File: config.mk
export PLATFORM = sky130hd
export DESIGN_NAME = usm_top
export DESIGN_NICKNAME = d
export VERILOG_FILES = /design/src/core/usm_pkg.sv /design/src/core/usm_rx_fifo.sv /design/src/core/usm_top.sv
export SDC_FILE = /design/constraint.sdc
export NUM_CORES = 1
export LEC_CHECK = 0
export BUFFER_PORTS_ARGS = -buffer_cell sky130_fd_sc_hd__buf_2
export CORE_MARGIN = 1.5
export CORE_UTILIZATION = 45
export CTS_BUF_LIST = sky130_fd_sc_hd__clkbuf_16
export DETAILED_ROUTE_END_ITERATION = 6
export GPL_ROUTABILITY_DRIVEN = 0
export GPL_TIMING_DRIVEN = 0
export HOLD_SLACK_MARGIN = 0.02
export PLACE_DENSITY = 0.75
export SLEW_MARGIN = 20
export SYNTH_ARGS = -nofsm -noshare
export SYNTH_HDL_FRONTEND = slang
export SYNTH_HIERARCHICAL = 1
export SYNTH_SLANG_ARGS = --single-unit
File: constraint.sdc
create_clock -name clk_sys -period 3.6 [get_ports clk_sys]
set_input_delay 0 -clock clk_sys [delete_from_list [all_inputs] [get_ports clk_sys]]
set_output_delay 0 -clock clk_sys [all_outputs]
set_load 0.05 [all_outputs]
File: src/core/usm_pkg.sv
package usm_pkg;
    // register byte addresses
    localparam logic [7:0] OFS_BAUD   = 8'h00;
    localparam logic [7:0] OFS_RCCTL  = 8'h04;
    localparam logic [7:0] OFS_DIVLO  = 8'h08;
    localparam logic [7:0] OFS_DIVHI  = 8'h0C;
    localparam logic [7:0] OFS_TXHOLD = 8'h10;
    localparam logic [7:0] OFS_TXCTL  = 8'h14;
    localparam logic [7:0] OFS_RXDATA = 8'h18;
    localparam logic [7:0] OFS_FLAGS  = 8'h1C;

    // baud_control fields
    localparam int BIT_POL  = 4;
    localparam int BIT_WIDE = 3;
    // receive_status_control fields
    localparam int BIT_PEN  = 7;
    localparam int BIT_RX9  = 6;
    localparam int BIT_SINGLE_RECEIVE_ENABLE = 5;
    localparam int BIT_CONTINUOUS_RECEIVE_ENABLE = 4;
    localparam int BIT_OVR  = 1;
    localparam int BIT_RECEIVE_NINTH_BIT = 0;
    // transmit_status_control fields
    localparam int BIT_MSTR = 7;
    localparam int BIT_TX9  = 6;
    localparam int BIT_TRANSMIT_ENABLE = 5;
    localparam int BIT_SYNC = 4;
    localparam int BIT_HIGH = 2;
    localparam int BIT_TEMP = 1;
    localparam int BIT_TRANSMIT_NINTH_BIT = 0;
    // flag register fields
    localparam int BIT_RXF  = 0;
    localparam int BIT_TXF  = 1;

    // reset values and writable masks
    localparam logic [7:0] RST_REG   = 8'h00;
    localparam logic [7:0] MSK_BAUD  = 8'h18;
    localparam logic [7:0] MSK_RCCTL = 8'hF0;
    localparam logic [7:0] MSK_TXCTL = 8'hF5;

    // character lengths
    localparam logic [3:0] BITS_8 = 4'h8;
    localparam logic [3:0] BITS_9 = 4'h9;

    // shift engine states
    typedef enum logic [1:0] {
        ST_IDLE = 2'b00,
        ST_LOW  = 2'b01,
        ST_HIGH = 2'b10
    } usm_state_e;

    // two-way pin drive group
    typedef struct packed {
        logic clkOut;
        logic clkOe;
        logic dataOut;
        logic dataOe;
    } usm_pins_s;

    // bits per character
    function automatic logic [3:0] charBits(input logic nine);
        return nine ? BITS_9 : BITS_8;
    endfunction : charBits
endpackage : usm_pkg

File: src/core/usm_rx_fifo.sv
`timescale 1ns/1ps
module usm_rx_fifo (
    input  wire logic       clk_sys,
    input  wire logic       rst,
    input  wire logic       flush,
    input  wire logic       push,
    input  wire logic [8:0] pushData,
    input  wire logic       pop,
    output logic      [8:0] head,
    output logic            empty,
    output logic            full
);
    logic [1:0] cnt_q;
    logic [8:0] slot0_q;
    logic [8:0] slot1_q;
    logic       doPush;
    logic       doPop;

    // guarded strobes
    assign doPush = push && (cnt_q != 2'd2);
    assign doPop  = pop && (cnt_q != 2'd0);
    assign head   = slot0_q;
    assign empty  = (cnt_q == 2'd0);
    assign full   = (cnt_q == 2'd2);

    // oldest entry always sits in slot0
    always_ff @(posedge clk_sys) begin
        if (rst || flush) begin
            cnt_q   <= 2'd0;
            slot0_q <= 9'h000;
            slot1_q <= 9'h000;
        end else if (doPush && doPop) begin
            if (cnt_q == 2'd1) begin
                slot0_q <= pushData;
            end else begin
                slot0_q <= slot1_q;
                slot1_q <= pushData;
            end
        end else if (doPop) begin
            slot0_q <= slot1_q;
            cnt_q   <= cnt_q - 2'd1;
        end else if (doPush) begin
            if (cnt_q == 2'd0) begin
                slot0_q <= pushData;
            end else begin
                slot1_q <= pushData;
            end
            cnt_q <= cnt_q + 2'd1;
        end
    end
endmodule : usm_rx_fifo

File: src/core/usm_top.sv
// The implementer's own choices: the register addresses and the APB slave port.
`timescale 1ns/1ps
module usm_top (
    input  wire logic              clk_sys,
    input  wire logic              rst,
    input  wire logic              psel,
    input  wire logic              penable,
    input  wire logic              pwrite,
    input  wire logic [7:0]        paddr,
    input  wire logic [31:0]       pwdata,
    output logic      [31:0]       prdata,
    output logic                   pready,
    output logic                   pslverr,
    input  wire logic              clk_pin_in,
    input  wire logic              data_pin_in,
    output usm_pkg::usm_pins_s     pins
);
    logic [7:0]          baudCtl_q;
    logic [7:0]          rcCtl_q;
    logic [7:0]          divLo_q;
    logic [7:0]          divHi_q;
    logic [7:0]          txCtl_q;
    logic [31:0]         prdata_q;
    logic [7:0]          rdMux;
    logic                wrEn;
    logic                setupRd;
    logic                rdData;
    logic                mapped;
    logic                portOn;
    logic                master;
    logic                rxMode;
    logic                cont;
    logic                single;
    logic                pol;
    logic [2:0]          ckSync_q;
    logic [1:0]          dtSync_q;
    logic                extLead;
    logic                extTrail;
    logic [15:0]         baudCnt_q;
    logic [15:0]         divider;
    logic                tick;
    usm_pkg::usm_state_e st_q;
    logic [3:0]          bitCnt_q;
    logic                engRx_q;
    logic [8:0]          txSh_q;
    logic                txNine_q;
    logic [8:0]          rxSh_q;
    logic [8:0]          rxChar;
    logic                leadEv;
    logic                trailEv;
    logic                lastBit;
    logic                abort;
    logic                rxDone;
    logic                txLoad;
    logic                txTake;
    logic [8:0]          txHold_q;
    logic                txFull_q;
    logic                dataOut_q;
    logic                ovr_q;
    logic                ovrSingle_q;
    logic                fifoEmpty;
    logic                fifoFull;
    logic [8:0]          fifoHead;
    logic                push;
    logic                pop;

    // apb decode, zero wait states
    assign wrEn    = psel && penable && pwrite;
    assign setupRd = psel && !penable && !pwrite;
    assign rdData  = psel && penable && !pwrite && (paddr == usm_pkg::OFS_RXDATA);
    assign mapped  = (paddr[1:0] == 2'b00) && (paddr <= usm_pkg::OFS_FLAGS);
    assign pready  = 1'b1;
    assign pslverr = psel && penable && !mapped;
    assign prdata  = prdata_q;

    // mode decode
    assign portOn = rcCtl_q[usm_pkg::BIT_PEN] && txCtl_q[usm_pkg::BIT_SYNC];
    assign master = txCtl_q[usm_pkg::BIT_MSTR];
    assign single = rcCtl_q[usm_pkg::BIT_SINGLE_RECEIVE_ENABLE];
    assign cont   = rcCtl_q[usm_pkg::BIT_CONTINUOUS_RECEIVE_ENABLE];
    assign rxMode = single || cont;
    assign pol    = baudCtl_q[usm_pkg::BIT_POL];

    // register writes
    always_ff @(posedge clk_sys) begin
        if (rst) begin
            baudCtl_q <= usm_pkg::RST_REG;
            divLo_q   <= usm_pkg::RST_REG;
            divHi_q   <= usm_pkg::RST_REG;
            txCtl_q   <= usm_pkg::RST_REG;
        end else if (wrEn) begin
            unique case (paddr)
                usm_pkg::OFS_BAUD:  baudCtl_q <= pwdata[7:0] & usm_pkg::MSK_BAUD;
                usm_pkg::OFS_DIVLO: divLo_q   <= pwdata[7:0];
                usm_pkg::OFS_DIVHI: divHi_q   <= pwdata[7:0];
                usm_pkg::OFS_TXCTL: txCtl_q   <= pwdata[7:0] & usm_pkg::MSK_TXCTL;
                default: ;
            endcase
        end
    end

    // receive control, hardware clears single receive
    always_ff @(posedge clk_sys) begin
        if (rst) begin
            rcCtl_q <= usm_pkg::RST_REG;
        end else if (wrEn && paddr == usm_pkg::OFS_RCCTL) begin
            rcCtl_q <= pwdata[7:0] & usm_pkg::MSK_RCCTL;
        end else if (rxDone) begin
            rcCtl_q[usm_pkg::BIT_SINGLE_RECEIVE_ENABLE] <= 1'b0;
        end
    end

    // read mux
    always_comb begin
        rdMux = 8'h00;
        unique case (paddr)
            usm_pkg::OFS_BAUD:   rdMux = baudCtl_q;
            usm_pkg::OFS_RCCTL:  rdMux = {rcCtl_q[7:4], 2'b00, ovr_q, fifoHead[8]};
            usm_pkg::OFS_DIVLO:  rdMux = divLo_q;
            usm_pkg::OFS_DIVHI:  rdMux = divHi_q;
            usm_pkg::OFS_TXCTL:  rdMux = txCtl_q | {6'h00, (st_q == usm_pkg::ST_IDLE), 1'b0};
            usm_pkg::OFS_RXDATA: rdMux = fifoHead[7:0];
            usm_pkg::OFS_FLAGS:  rdMux = {6'h00, !txFull_q, !fifoEmpty};
            default:             rdMux = 8'h00;
        endcase
    end

    // read data captured in the setup cycle
    always_ff @(posedge clk_sys) begin
        if (rst) begin
            prdata_q <= 32'h0000_0000;
        end else if (setupRd) begin
            prdata_q <= {24'h00_0000, rdMux};
        end
    end

    // pin synchronisers, first stage read only by second
    always_ff @(posedge clk_sys) begin
        if (rst) begin
            ckSync_q <= 3'b000;
            dtSync_q <= 2'b00;
        end else begin
            ckSync_q <= {ckSync_q[1:0], clk_pin_in};
            dtSync_q <= {dtSync_q[0], data_pin_in};
        end
    end

    // external clock edges mapped by polarity
    assign extLead  = pol ? (!ckSync_q[1] && ckSync_q[2]) : (ckSync_q[1] && !ckSync_q[2]);
    assign extTrail = pol ? (ckSync_q[1] && !ckSync_q[2]) : (!ckSync_q[1] && ckSync_q[2]);

    // baud tick, half a shift clock per reload
    assign divider = baudCtl_q[usm_pkg::BIT_WIDE] ? {divHi_q, divLo_q} : {8'h00, divLo_q};
    assign tick    = master && (st_q != usm_pkg::ST_IDLE) && (baudCnt_q == 16'h0000);

    always_ff @(posedge clk_sys) begin
        if (rst || !master || st_q == usm_pkg::ST_IDLE || tick) begin
            baudCnt_q <= divider;
        end else begin
            baudCnt_q <= baudCnt_q - 16'h0001;
        end
    end

    // engine events
    assign leadEv  = (st_q == usm_pkg::ST_LOW) && (master ? tick : extLead);
    assign trailEv = (st_q == usm_pkg::ST_HIGH) && (master ? tick : extTrail);
    assign lastBit = (bitCnt_q + 4'h1) ==
                     usm_pkg::charBits(engRx_q ? rcCtl_q[usm_pkg::BIT_RX9] : txNine_q);
    assign abort   = (st_q != usm_pkg::ST_IDLE) && (engRx_q != rxMode);
    assign rxDone  = trailEv && engRx_q && lastBit && !abort;
    assign txLoad  = portOn && txFull_q && txCtl_q[usm_pkg::BIT_TRANSMIT_ENABLE] && !rxMode;
    assign txTake  = txLoad && !abort && ((st_q == usm_pkg::ST_IDLE) ||
                     (trailEv && lastBit && !engRx_q));

    // received character with current bit merged in
    always_comb begin
        rxChar = rxSh_q;
        rxChar[bitCnt_q] = dtSync_q[1];
        if (!rcCtl_q[usm_pkg::BIT_RX9]) begin
            rxChar[8] = 1'b0;
        end
    end

    // shift engine, shared by both directions
    always_ff @(posedge clk_sys) begin
        if (rst || !portOn) begin
            st_q     <= usm_pkg::ST_IDLE;
            bitCnt_q <= 4'h0;
            engRx_q  <= 1'b0;
            txSh_q   <= 9'h000;
            txNine_q <= 1'b0;
            rxSh_q   <= 9'h000;
        end else if (abort) begin
            st_q     <= usm_pkg::ST_IDLE;
            bitCnt_q <= 4'h0;
        end else begin
            unique case (st_q)
                usm_pkg::ST_IDLE: begin
                    bitCnt_q <= 4'h0;
                    rxSh_q   <= 9'h000;
                    if (rxMode && !ovr_q) begin
                        st_q    <= usm_pkg::ST_LOW;
                        engRx_q <= 1'b1;
                    end else if (txTake) begin
                        st_q     <= usm_pkg::ST_LOW;
                        engRx_q  <= 1'b0;
                        txSh_q   <= txHold_q;
                        txNine_q <= txCtl_q[usm_pkg::BIT_TX9];
                    end
                end
                usm_pkg::ST_LOW: begin
                    if (leadEv) begin
                        st_q <= usm_pkg::ST_HIGH;
                    end
                end
                usm_pkg::ST_HIGH: begin
                    if (trailEv) begin
                        if (engRx_q) begin
                            rxSh_q <= rxChar;
                        end
                        if (!lastBit) begin
                            bitCnt_q <= bitCnt_q + 4'h1;
                            st_q     <= usm_pkg::ST_LOW;
                        end else begin
                            bitCnt_q <= 4'h0;
                            rxSh_q   <= 9'h000;
                            if (engRx_q) begin
                                // continuous keeps clocking unless overrun
                                st_q <= (cont && !fifoFull) ? usm_pkg::ST_LOW
                                                            : usm_pkg::ST_IDLE;
                            end else if (txTake) begin
                                st_q     <= usm_pkg::ST_LOW;
                                txSh_q   <= txHold_q;
                                txNine_q <= txCtl_q[usm_pkg::BIT_TX9];
                            end else begin
                                st_q <= usm_pkg::ST_IDLE;
                            end
                        end
                    end
                end
                default: st_q <= usm_pkg::ST_IDLE;
            endcase
        end
    end

    // transmit holding register, write wins over take
    always_ff @(posedge clk_sys) begin
        if (rst || !rcCtl_q[usm_pkg::BIT_PEN]) begin
            txHold_q <= 9'h000;
            txFull_q <= 1'b0;
        end else if (wrEn && paddr == usm_pkg::OFS_TXHOLD) begin
            txHold_q <= {txCtl_q[usm_pkg::BIT_TRANSMIT_NINTH_BIT], pwdata[7:0]};
            txFull_q <= 1'b1;
        end else if (txTake) begin
            txFull_q <= 1'b0;
        end
    end

    // data bit changes only on leading edge
    always_ff @(posedge clk_sys) begin
        if (rst) begin
            dataOut_q <= 1'b0;
        end else if (leadEv && !engRx_q) begin
            dataOut_q <= txSh_q[bitCnt_q];
        end
    end

    // pin drivers
    assign pins.dataOut = dataOut_q;
    assign pins.dataOe  = portOn && !rxMode &&
                          !(engRx_q && st_q != usm_pkg::ST_IDLE);
    assign pins.clkOe   = portOn && master;
    assign pins.clkOut  = pol ^ (master && st_q == usm_pkg::ST_HIGH);

    // overrun, set wins over clear
    always_ff @(posedge clk_sys) begin
        if (rst || !rcCtl_q[usm_pkg::BIT_PEN]) begin
            ovr_q       <= 1'b0;
            ovrSingle_q <= 1'b0;
        end else if (rxDone && fifoFull) begin
            ovr_q       <= 1'b1;
            ovrSingle_q <= single && !cont;
        end else if (ovr_q && ((ovrSingle_q && rdData) || (!ovrSingle_q && !cont))) begin
            ovr_q <= 1'b0;
        end
    end

    assign push = rxDone && !fifoFull && !ovr_q;
    assign pop  = rdData && !fifoEmpty;

    // two-entry receive fifo
    usm_rx_fifo u_fifo (
        .clk_sys  (clk_sys),
        .rst      (rst),
        .flush    (!rcCtl_q[usm_pkg::BIT_PEN]),
        .push     (push),
        .pushData (rxChar),
        .pop      (pop),
        .head     (fifoHead),
        .empty    (fifoEmpty),
        .full     (fifoFull)
    );
endmodule : usm_top

==> results of run 1 <==
[flip-flops by register name, indices dropped and copies added, names as in the netlist, 3 cells and up]
name            count
baudCnt_q          16
bitCnt_q            4
ckSync_q            3
divHi_q             8
divLo_q             8
prdata              8
rcCtl_q             4
rxSh_q              9
txCtl_q             6
txHold_q            9
txSh_q              9
u_fifo/head         9
u_fifo/slot1_q      9
[repair_timing]
action,CTS,global route
hold buffers,12,0
resized for setup,0,2
setup buffers,0,1
endpoints found under the hold margin,41,0
endpoints found under the setup margin,0,9
[power groups by stage]
| stage | combinational, mW | sequential (mW) | clock (mW) |
|---|---|---|---|
| final | 0.154 | 1.29 | 1.79 |
| after global routing | 0.163 | 1.29 | 1.88 |
| after floorplan | 0.106 | 1.32 | 0 |
| after detailed placement | 0.141 | 1.32 | 0 |
| after global placement | 0.140 | 1.32 | 0 |
| after CTS | 0.151 | 1.29 | 1.81 |
[kinds of logic (layout without fill, tap and decap cells)]
kind of cell,count (synthesis),in the layout,synth area share
muxes,34,34,0.0647
xor gates and xnor gates,18,18,0.0271
AOI/OAI and AO/OA,175,175,0.189
adders and majority gates,11,11,0.0236
buffers and inverters,77,156,0.0698
and+or+nand+nor,264,264,0.226
DFF,116,116,0.399
other,2,25,0.00129
[per-stage QoR]
stage	cells	area (µm²)
floorplan	720	5910
global placement	926	6290
detailed placement	926	6290
CTS	970	7040
global route	971	7060
finish	971	7060
[cell type report]
type / instances / share of cell area
Clock inverter: 15 / 0.0278
Inverter: 13 / 0.00691
Timing Repair Buffer: 47 / 0.0439
Tap cell: 172 / 0.0305
Clock buffer: 17 / 0.0602
Buffer: 64 / 0.0507
Sequential cell: 116 / 0.329
Multi-Input combinational cell: 527 / 0.451
[worst min-delay path by stage]
stage | startpoint | endpoint | cells after the start
final | paddr[0] | prdata[0] | 4
after global routing | paddr[0] | prdata[0] | 4
after CTS | penable | prdata[3] | 4
after detailed placement | clk_pin_in | ckSync_q[0] | 2
after global placement | clk_pin_in | ckSync_q[0] | 2
after floorplan | rst | u_fifo/cnt_q[0] | 1
[synth_stat cells (all sizes together) (4+ instances only)]
library cell	n
a21o	6
o21ai	55
nand3b	4
ha	11
nor2b	9
inv	13
or4	6
mux2	9
a222oi	4
nor3	15
nand3	69
a21oi	55
buf	39
xor2	5
nand2	87
nor4	5
dfxtp	116
and3	4
or3b	4
nor2	38
mux2i	24
a22oi	12
o41ai	8
clkbuf	25
xnor2	13
a31oi	4
a21boi	10
[critical path, delay by kind of cell, from the launching register on]
kind | cells | cell delay [ns]
flip-flops | 1 | 0.34
buffers and inverters | 3 | 0.47
multiplexers | 2 | 0.54
AO/OA/AOI/OAI | 2 | 0.31
AND/OR/NAND/NOR | 6 | 1.43
adder cells (fa/ha/maj) | 1 | 0.19
[layer usage]
| metal | up-vias | wire length [µm] | part of all wire | GRT usage |
|---|---|---|---|---|
| met4 | 0 | 457 | 0.029 | 0.103 |
| met5 | - | 0 | 0 | 0 |
| met2 | 243 | 7020 | 0.44 | 0.359 |
| met1 | 2535 | 6980 | 0.44 | 0.337 |
| met3 | 37 | 1470 | 0.092 | 0.0586 |
| li1 | 2628 | - | - | - |
[placed cells by master (no fill, tap or decap), drive strengths merged, types with 4 or more instances in the layout]
master / count
dfxtp: 116
nand2: 87
buf: 74
nand3: 69
o21ai: 55
a21oi: 55
clkbuf: 42
nor2: 38
conb: 25
mux2i: 24
inv: 16
nor3: 15
xnor2: 13
a22oi: 12
dlygate4sd3: 12
ha: 11
a21boi: 10
nor2b: 9
mux2: 9
o41ai: 8
a21o: 6
or4: 6
clkinv: 6
xor2: 5
bufinv: 5
nor4: 5
and3: 4
nand3b: 4
or3b: 4
a31oi: 4
a222oi: 4
==> run_results.csv, run 1 <==
group,metric,value,unit
detailed_routing,drc,0,
cts,clk_latency,0.42,ns
status,status,"finished clean",
die,io_pins,85,
final_layout,fin_util,0.560,
global_routing,grt_max_degree,17,
power,clkPwrFrac,0.553,
die,core,12600,µm²
final_layout,fill_cells,1193,
critical_path,max_stage_delay,0.51,ns
logic_synthesis,avgSynthCellArea,8.35,µm²
power,peakVddDrop,0.367,mV
final_layout,antenna_cells,0,
timing,rsz0062_at_grt,"no",
global_routing,grt_use_total,0.242,
timing,max_freq,294,MHz
die,start_util,0.461,
detailed_routing,wl_per_cell,16.4,µm
power,finalPower,3.23,mW
global_routing,grt_pass1_vias,4811,
global_routing,overflow,0,
logic_synthesis,yosysWarningCount,6,
timing,setup_slack,0.203,ns
placement,io_buffers,34,
critical_path,cp-start-kind,"flip-flop",
cts,clk_path_buf_depth,2,
critical_path,cp_slowest_cell,"or4_1",
power,p_int,2.54,mW
cts,clkTransAtPathRegs,0.05,ns
timing,holdWs,0.0756,ns
critical_path,cp.arrival,3.70,ns
logic_synthesis,syn_area,5820,µm²
die,die_h,117,µm
critical_path,r2r_start,"baudCnt_q[7]",
hold_path,hp-class,"in2reg",
critical_path,cp.required,3.90,ns
die,row_count,41,
timing,fin_crit_sh,0.943,
timing,period_minus_slack,3.40,ns
placement,pre_cts_ws,0.119,ns
final_layout,regArea,2320,µm²
critical_path,timing.rr.end,"u_fifo/head[0]",
critical_path,end_kind,"flip-flop",
logic_synthesis,syn_inst,697,
timing,fin_worst_skew,0.00844,ns
cts,cts_buffers,17,
critical_path,crit_type,"reg2reg",
global_routing,antenna_found_initial,0,
job,drv_cap,0,
power,pwr-share-seq,0.399,
power,power_leakage,2.72,nW
timing,tns,0,ns
logic_synthesis,synth_ff_type,"dfxtp_1",
timing,drv_slew,0,
timing,finalSetupViolCount,0,
detailed_routing,dr.pass1.iters,6,
logic_synthesis,synthDistinctLibCells,74,
final_layout,nets,844,
critical_path,worstSetupEndpoint,"u_fifo/head[0]",
cts,cts_tree,"yes",
power,power_density,457,nW/µm²
logic_synthesis,synth_edf_count,0,
final_layout,drive_gt1_frac,0.169,
power,power_frac_comb,0.048,
critical_path,startpoint,"baudCnt_q[7]",
detailed_routing,vias,5443,
critical_path,r2r_slack,0.20,ns
power,p_sw,0.691,mW
detailed_routing,ant_nets,0,
timing,worst_pin_slew,0.815,ns
timing,slew_headroom,0.452,
logic_synthesis,synth_top_area_share,0.399,
critical_path,path_max_fanout,8,
logic_synthesis,synth-seq-area-share,0.399,
logic_synthesis,synth_area_leader_cell,"dfxtp_1",
final_layout,multi_input_area,3190,µm²
critical_path,reg2regPathDepth,14,
die,die-area,13600,µm²
final_layout,syn_to_final_growth,21.3,%
detailed_routing,via_per_inst,5.61,
cts,cts_sinks,116,
power,swShare,0.214,
die,die_w,117,µm
global_routing,grt_pass1_wl,25000,µm
timing,final-hold-violation-count,0,
logic_synthesis,synth_area_leaders,"dfxtp_1 40%, nand3_1 5.9%, nand2_1 5.5%",
critical_path,worstPathCellList,"or4_1 -> buf_2 -> nor2_4 -> a31oi_1 -> nor2_2 -> nand3_1 -> nor3_1 -> and2b_1 -> ha_1 -> buf_6 -> mux2i_4 -> buf_12 -> mux2i_1 -> a21oi_2",
cts,root_buffer,"clkbuf_16",
detailed_routing,dr.first_iter.drc_count,603,
cts,htree_levels,4,
placement,hpwl,11500,µm
detailed_routing,wl,15900,µm
logic_synthesis,synth-seq-cells,116,
logic_synthesis,async_flop_share,0,
(Power assumes the default switching activity.)
==> inputs of run 2 (changes only) <==
Settings changed: SYNTH_HIERARCHICAL 1 to unset.
==> run_results.csv, run 2 <==
group,metric,value,unit
placement,io_buffers,35,
cts,htree_levels,4,
cts,clk_latency,0.42,ns
critical_path,worstPathCellList,"clkbuf_1 -> inv_1 -> ha_1 -> nor2b_1 -> mux2_2 -> o21ai_2 -> nor3_2 -> and2_1 -> ha_1 -> a211oi_2 -> and3_1 -> o211ai_1 -> o21a_1 -> buf_2 -> mux2i_1",
global_routing,overflow,0,
critical_path,end_kind,"flip-flop",
final_layout,drive_gt1_frac,0.166,
final_layout,max_flop_register,"baudCnt_q",
logic_synthesis,synth_ff_type,"dfxtp_1",
cts,clk_path_buf_depth,2,
final_layout,mostFrequentLayoutCells,"134 x nand2_1, 116 x dfxtp_1, 55 x mux2i_1",
job,drv_cap,0,
cts,clkTransAtPathRegs,0.05,ns
final_layout,final_cells,1009,
timing,finalSetupViolCount,0,
timing,setup_slack,0.180,ns
detailed_routing,ant_nets,0,
timing,slew_headroom,0.267,
timing,max_freq,292,MHz
die,io_pins,85,
die,die_h,120,µm
final_layout,nets,879,
global_routing,grt_pass1_wl,26100,µm
logic_synthesis,yosysWarningCount,0,
logic_synthesis,async_flop_share,0,
status,status,"finished clean",
critical_path,crit_family,"compound AO/OA/AOI/OAI gates",
cts,root_buffer,"clkbuf_16",
global_routing,grt_use_total,0.234,
die,core,13300,µm²
logic_synthesis,synth_edf_count,0,
cts,cts_buffers,17,
critical_path,crit_type,"reg2reg",
final_layout,syn_to_final_growth,20.4,%
logic_synthesis,synth-seq-area-share,0.376,
timing,drv_slew,0,
detailed_routing,wl,16500,µm
critical_path,cp-start-kind,"flip-flop",
logic_synthesis,avgSynthCellArea,8.47,µm²
logic_synthesis,syn_area,6180,µm²
timing,rsz0062_at_grt,"no",
die,die_w,120,µm
logic_synthesis,synth_top_area_share,0.376,
timing,worst_pin_slew,1.09,ns
timing,fin_crit_sh,0.950,
power,peakVddDrop,0.344,mV
detailed_routing,dr.first_iter.drc_count,597,
logic_synthesis,synth_area_leaders,"dfxtp_1 38%, mux2i_1 8.9%, nand2_1 8.1%",
critical_path,path_max_fanout,9,
critical_path,max_stage_delay,0.35,ns
power,power_density,425,nW/µm²
die,row_count,42,
critical_path,cp_num_buf_inv,3,
detailed_routing,dr.pass1.iters,6,
timing,period_minus_slack,3.42,ns
logic_synthesis,synthDistinctLibCells,69,
critical_path,path_common_cell,"ha_1",
die,die-area,14400,µm²
final_layout,largest_register_ff_count,16,
logic_synthesis,syn_inst,729,
placement,pre_cts_ws,-0.379,ns
placement,dp_cells,963,
detailed_routing,wl_per_cell,16.4,µm
critical_path,cp.arrival,3.71,ns
logic_synthesis,synth-seq-cells,116,
global_routing,grt_pass1_vias,5000,
timing,fin_worst_skew,0.00806,ns
logic_synthesis,yosys-top-cells-count,"134 x nand2_1, 116 x dfxtp_1, 55 x mux2i_1",
critical_path,cp_slowest_cell,"dfxtp_1",
placement,hpwl,12000,µm
global_routing,grt_max_degree,17,
final_layout,layout_commonest_cell,"nand2_1",
logic_synthesis,synth.most_common_cell,"nand2_1",
detailed_routing,via_per_inst,5.53,
die,start_util,0.465,
final_layout,antenna_cells,0,
detailed_routing,drc,0,
power,power_leakage,2.93,nW
detailed_routing,vias,5580,
timing,final-hold-violation-count,0,
cts,cts_sinks,116,
cts,cts_tree,"yes",
global_routing,antenna_found_initial,0,
logic_synthesis,synth_area_leader_cell,"dfxtp_1",
hold_path,hp-class,"in2reg",
critical_path,cp.required,3.89,ns
-- run 2: cell count changes in the layout (fill, tap and decap cells not counted), sizes merged, moves of 9 or more --
| cell | before | now |
|---|---|---|
| o211ai | 2 | 11 |
| a21boi | 10 | 0 |
| mux2i | 24 | 55 |
| nand3 | 69 | 43 |
| o21ai | 55 | 24 |
| or3 | 3 | 13 |
| clkbuf | 42 | 52 |
| nand2 | 87 | 134 |
| a21oi | 55 | 37 |
-- run 2: per-stage QoR --
stage,TNS (ns),hold WS [ns],power [mW],util,cell area [µm²]
CTS,0,0.0846,3.18,0.556,7390
floorplan,0,0.128,1.43,-,6260
finish,0,0.109,3.16,0.559,7440
global route,0,0.121,3.26,0.559,7440
global placement,-4.65,0.213,1.46,0.501,6660
detailed placement,-5.01,0.227,1.46,0.501,6660
-- run 2: path summary, 6_finish.rpt --
kind	startpoint	depth (start not counted)	slack [ns]	end
max	bitCnt_q[1]	15	0.18	u_fifo.slot1_q[8]
min reg2reg	txHold_q[0]	2	0.45	txHold_q[0]
min	paddr[3]	4	0.11	prdata[1]
max reg2reg	bitCnt_q[1]	15	0.18	u_fifo.slot1_q[8]
-- run 2: cells by family (layout without fill, tap and decap cells) --
family,count (synthesis),count (layout),synth area share
AND/OR/NAND/NOR,310,310,0.257
AO/OA/AOI/OAI,123,123,0.136
flip-flops,116,116,0.376
buffers and inverters,84,165,0.0709
multiplexers,66,66,0.113
XOR/XNOR,17,17,0.0241
adder cells (fa/ha/maj),11,11,0.0223
other,2,25,0.00122
-- run 2: layout make-up --
type / count / area, µm²
Fill cell: 1216 / 5860
Multi-Input combinational cell: 552 / 3540
Sequential cell: 116 / 2320
Clock buffer: 17 / 425
Buffer: 70 / 390
Timing Repair Buffer: 50 / 318
Tap cell: 176 / 220
Clock inverter: 14 / 169
Inverter: 14 / 52.6
-- run 2: where the power goes --
part / total (mW) / internal (mW) / leakage (nW) / switching [mW]
sequential: 1.29 / 1.29 / 0.935 / 0.00214
clock: 1.72 / 1.13 / 0.298 / 0.581
combinational: 0.157 / 0.0485 / 1.70 / 0.109
total: 3.16 / 2.47 / 2.93 / 0.692
-- run 2: worst register-to-register path, cell delays in order, from the launching register on --
cell and delay (ns):
dfxtp_1 0.35, clkbuf_1 0.32, inv_1 0.14, ha_1 0.34, nor2b_1 0.05, mux2_2 0.30
o21ai_2 0.20, nor3_2 0.10, and2_1 0.16, ha_1 0.22, a211oi_2 0.23, and3_1 0.20
o211ai_1 0.09, o21a_1 0.22, buf_2 0.22, mux2i_1 0.16
-- run 2: what timing repair did --
item                       in CTS  in global routing
gates resized for setup         5                  5
hold endpoints to repair       39                  0
gates cloned                    0                  0
setup endpoints to repair      18                 18
pin swaps                       0                  2
hold buffers                   12                  0
setup buffers                   0                  3
-- run 2: layer usage --
metal,global-route usage,vias to the layer above,wire [µm]
met2,0.344,223,7350
met1,0.325,2600,7520
met4,0.0915,0,389
met5,0,-,0
li1,-,2726,-
met3,0.0627,31,1240
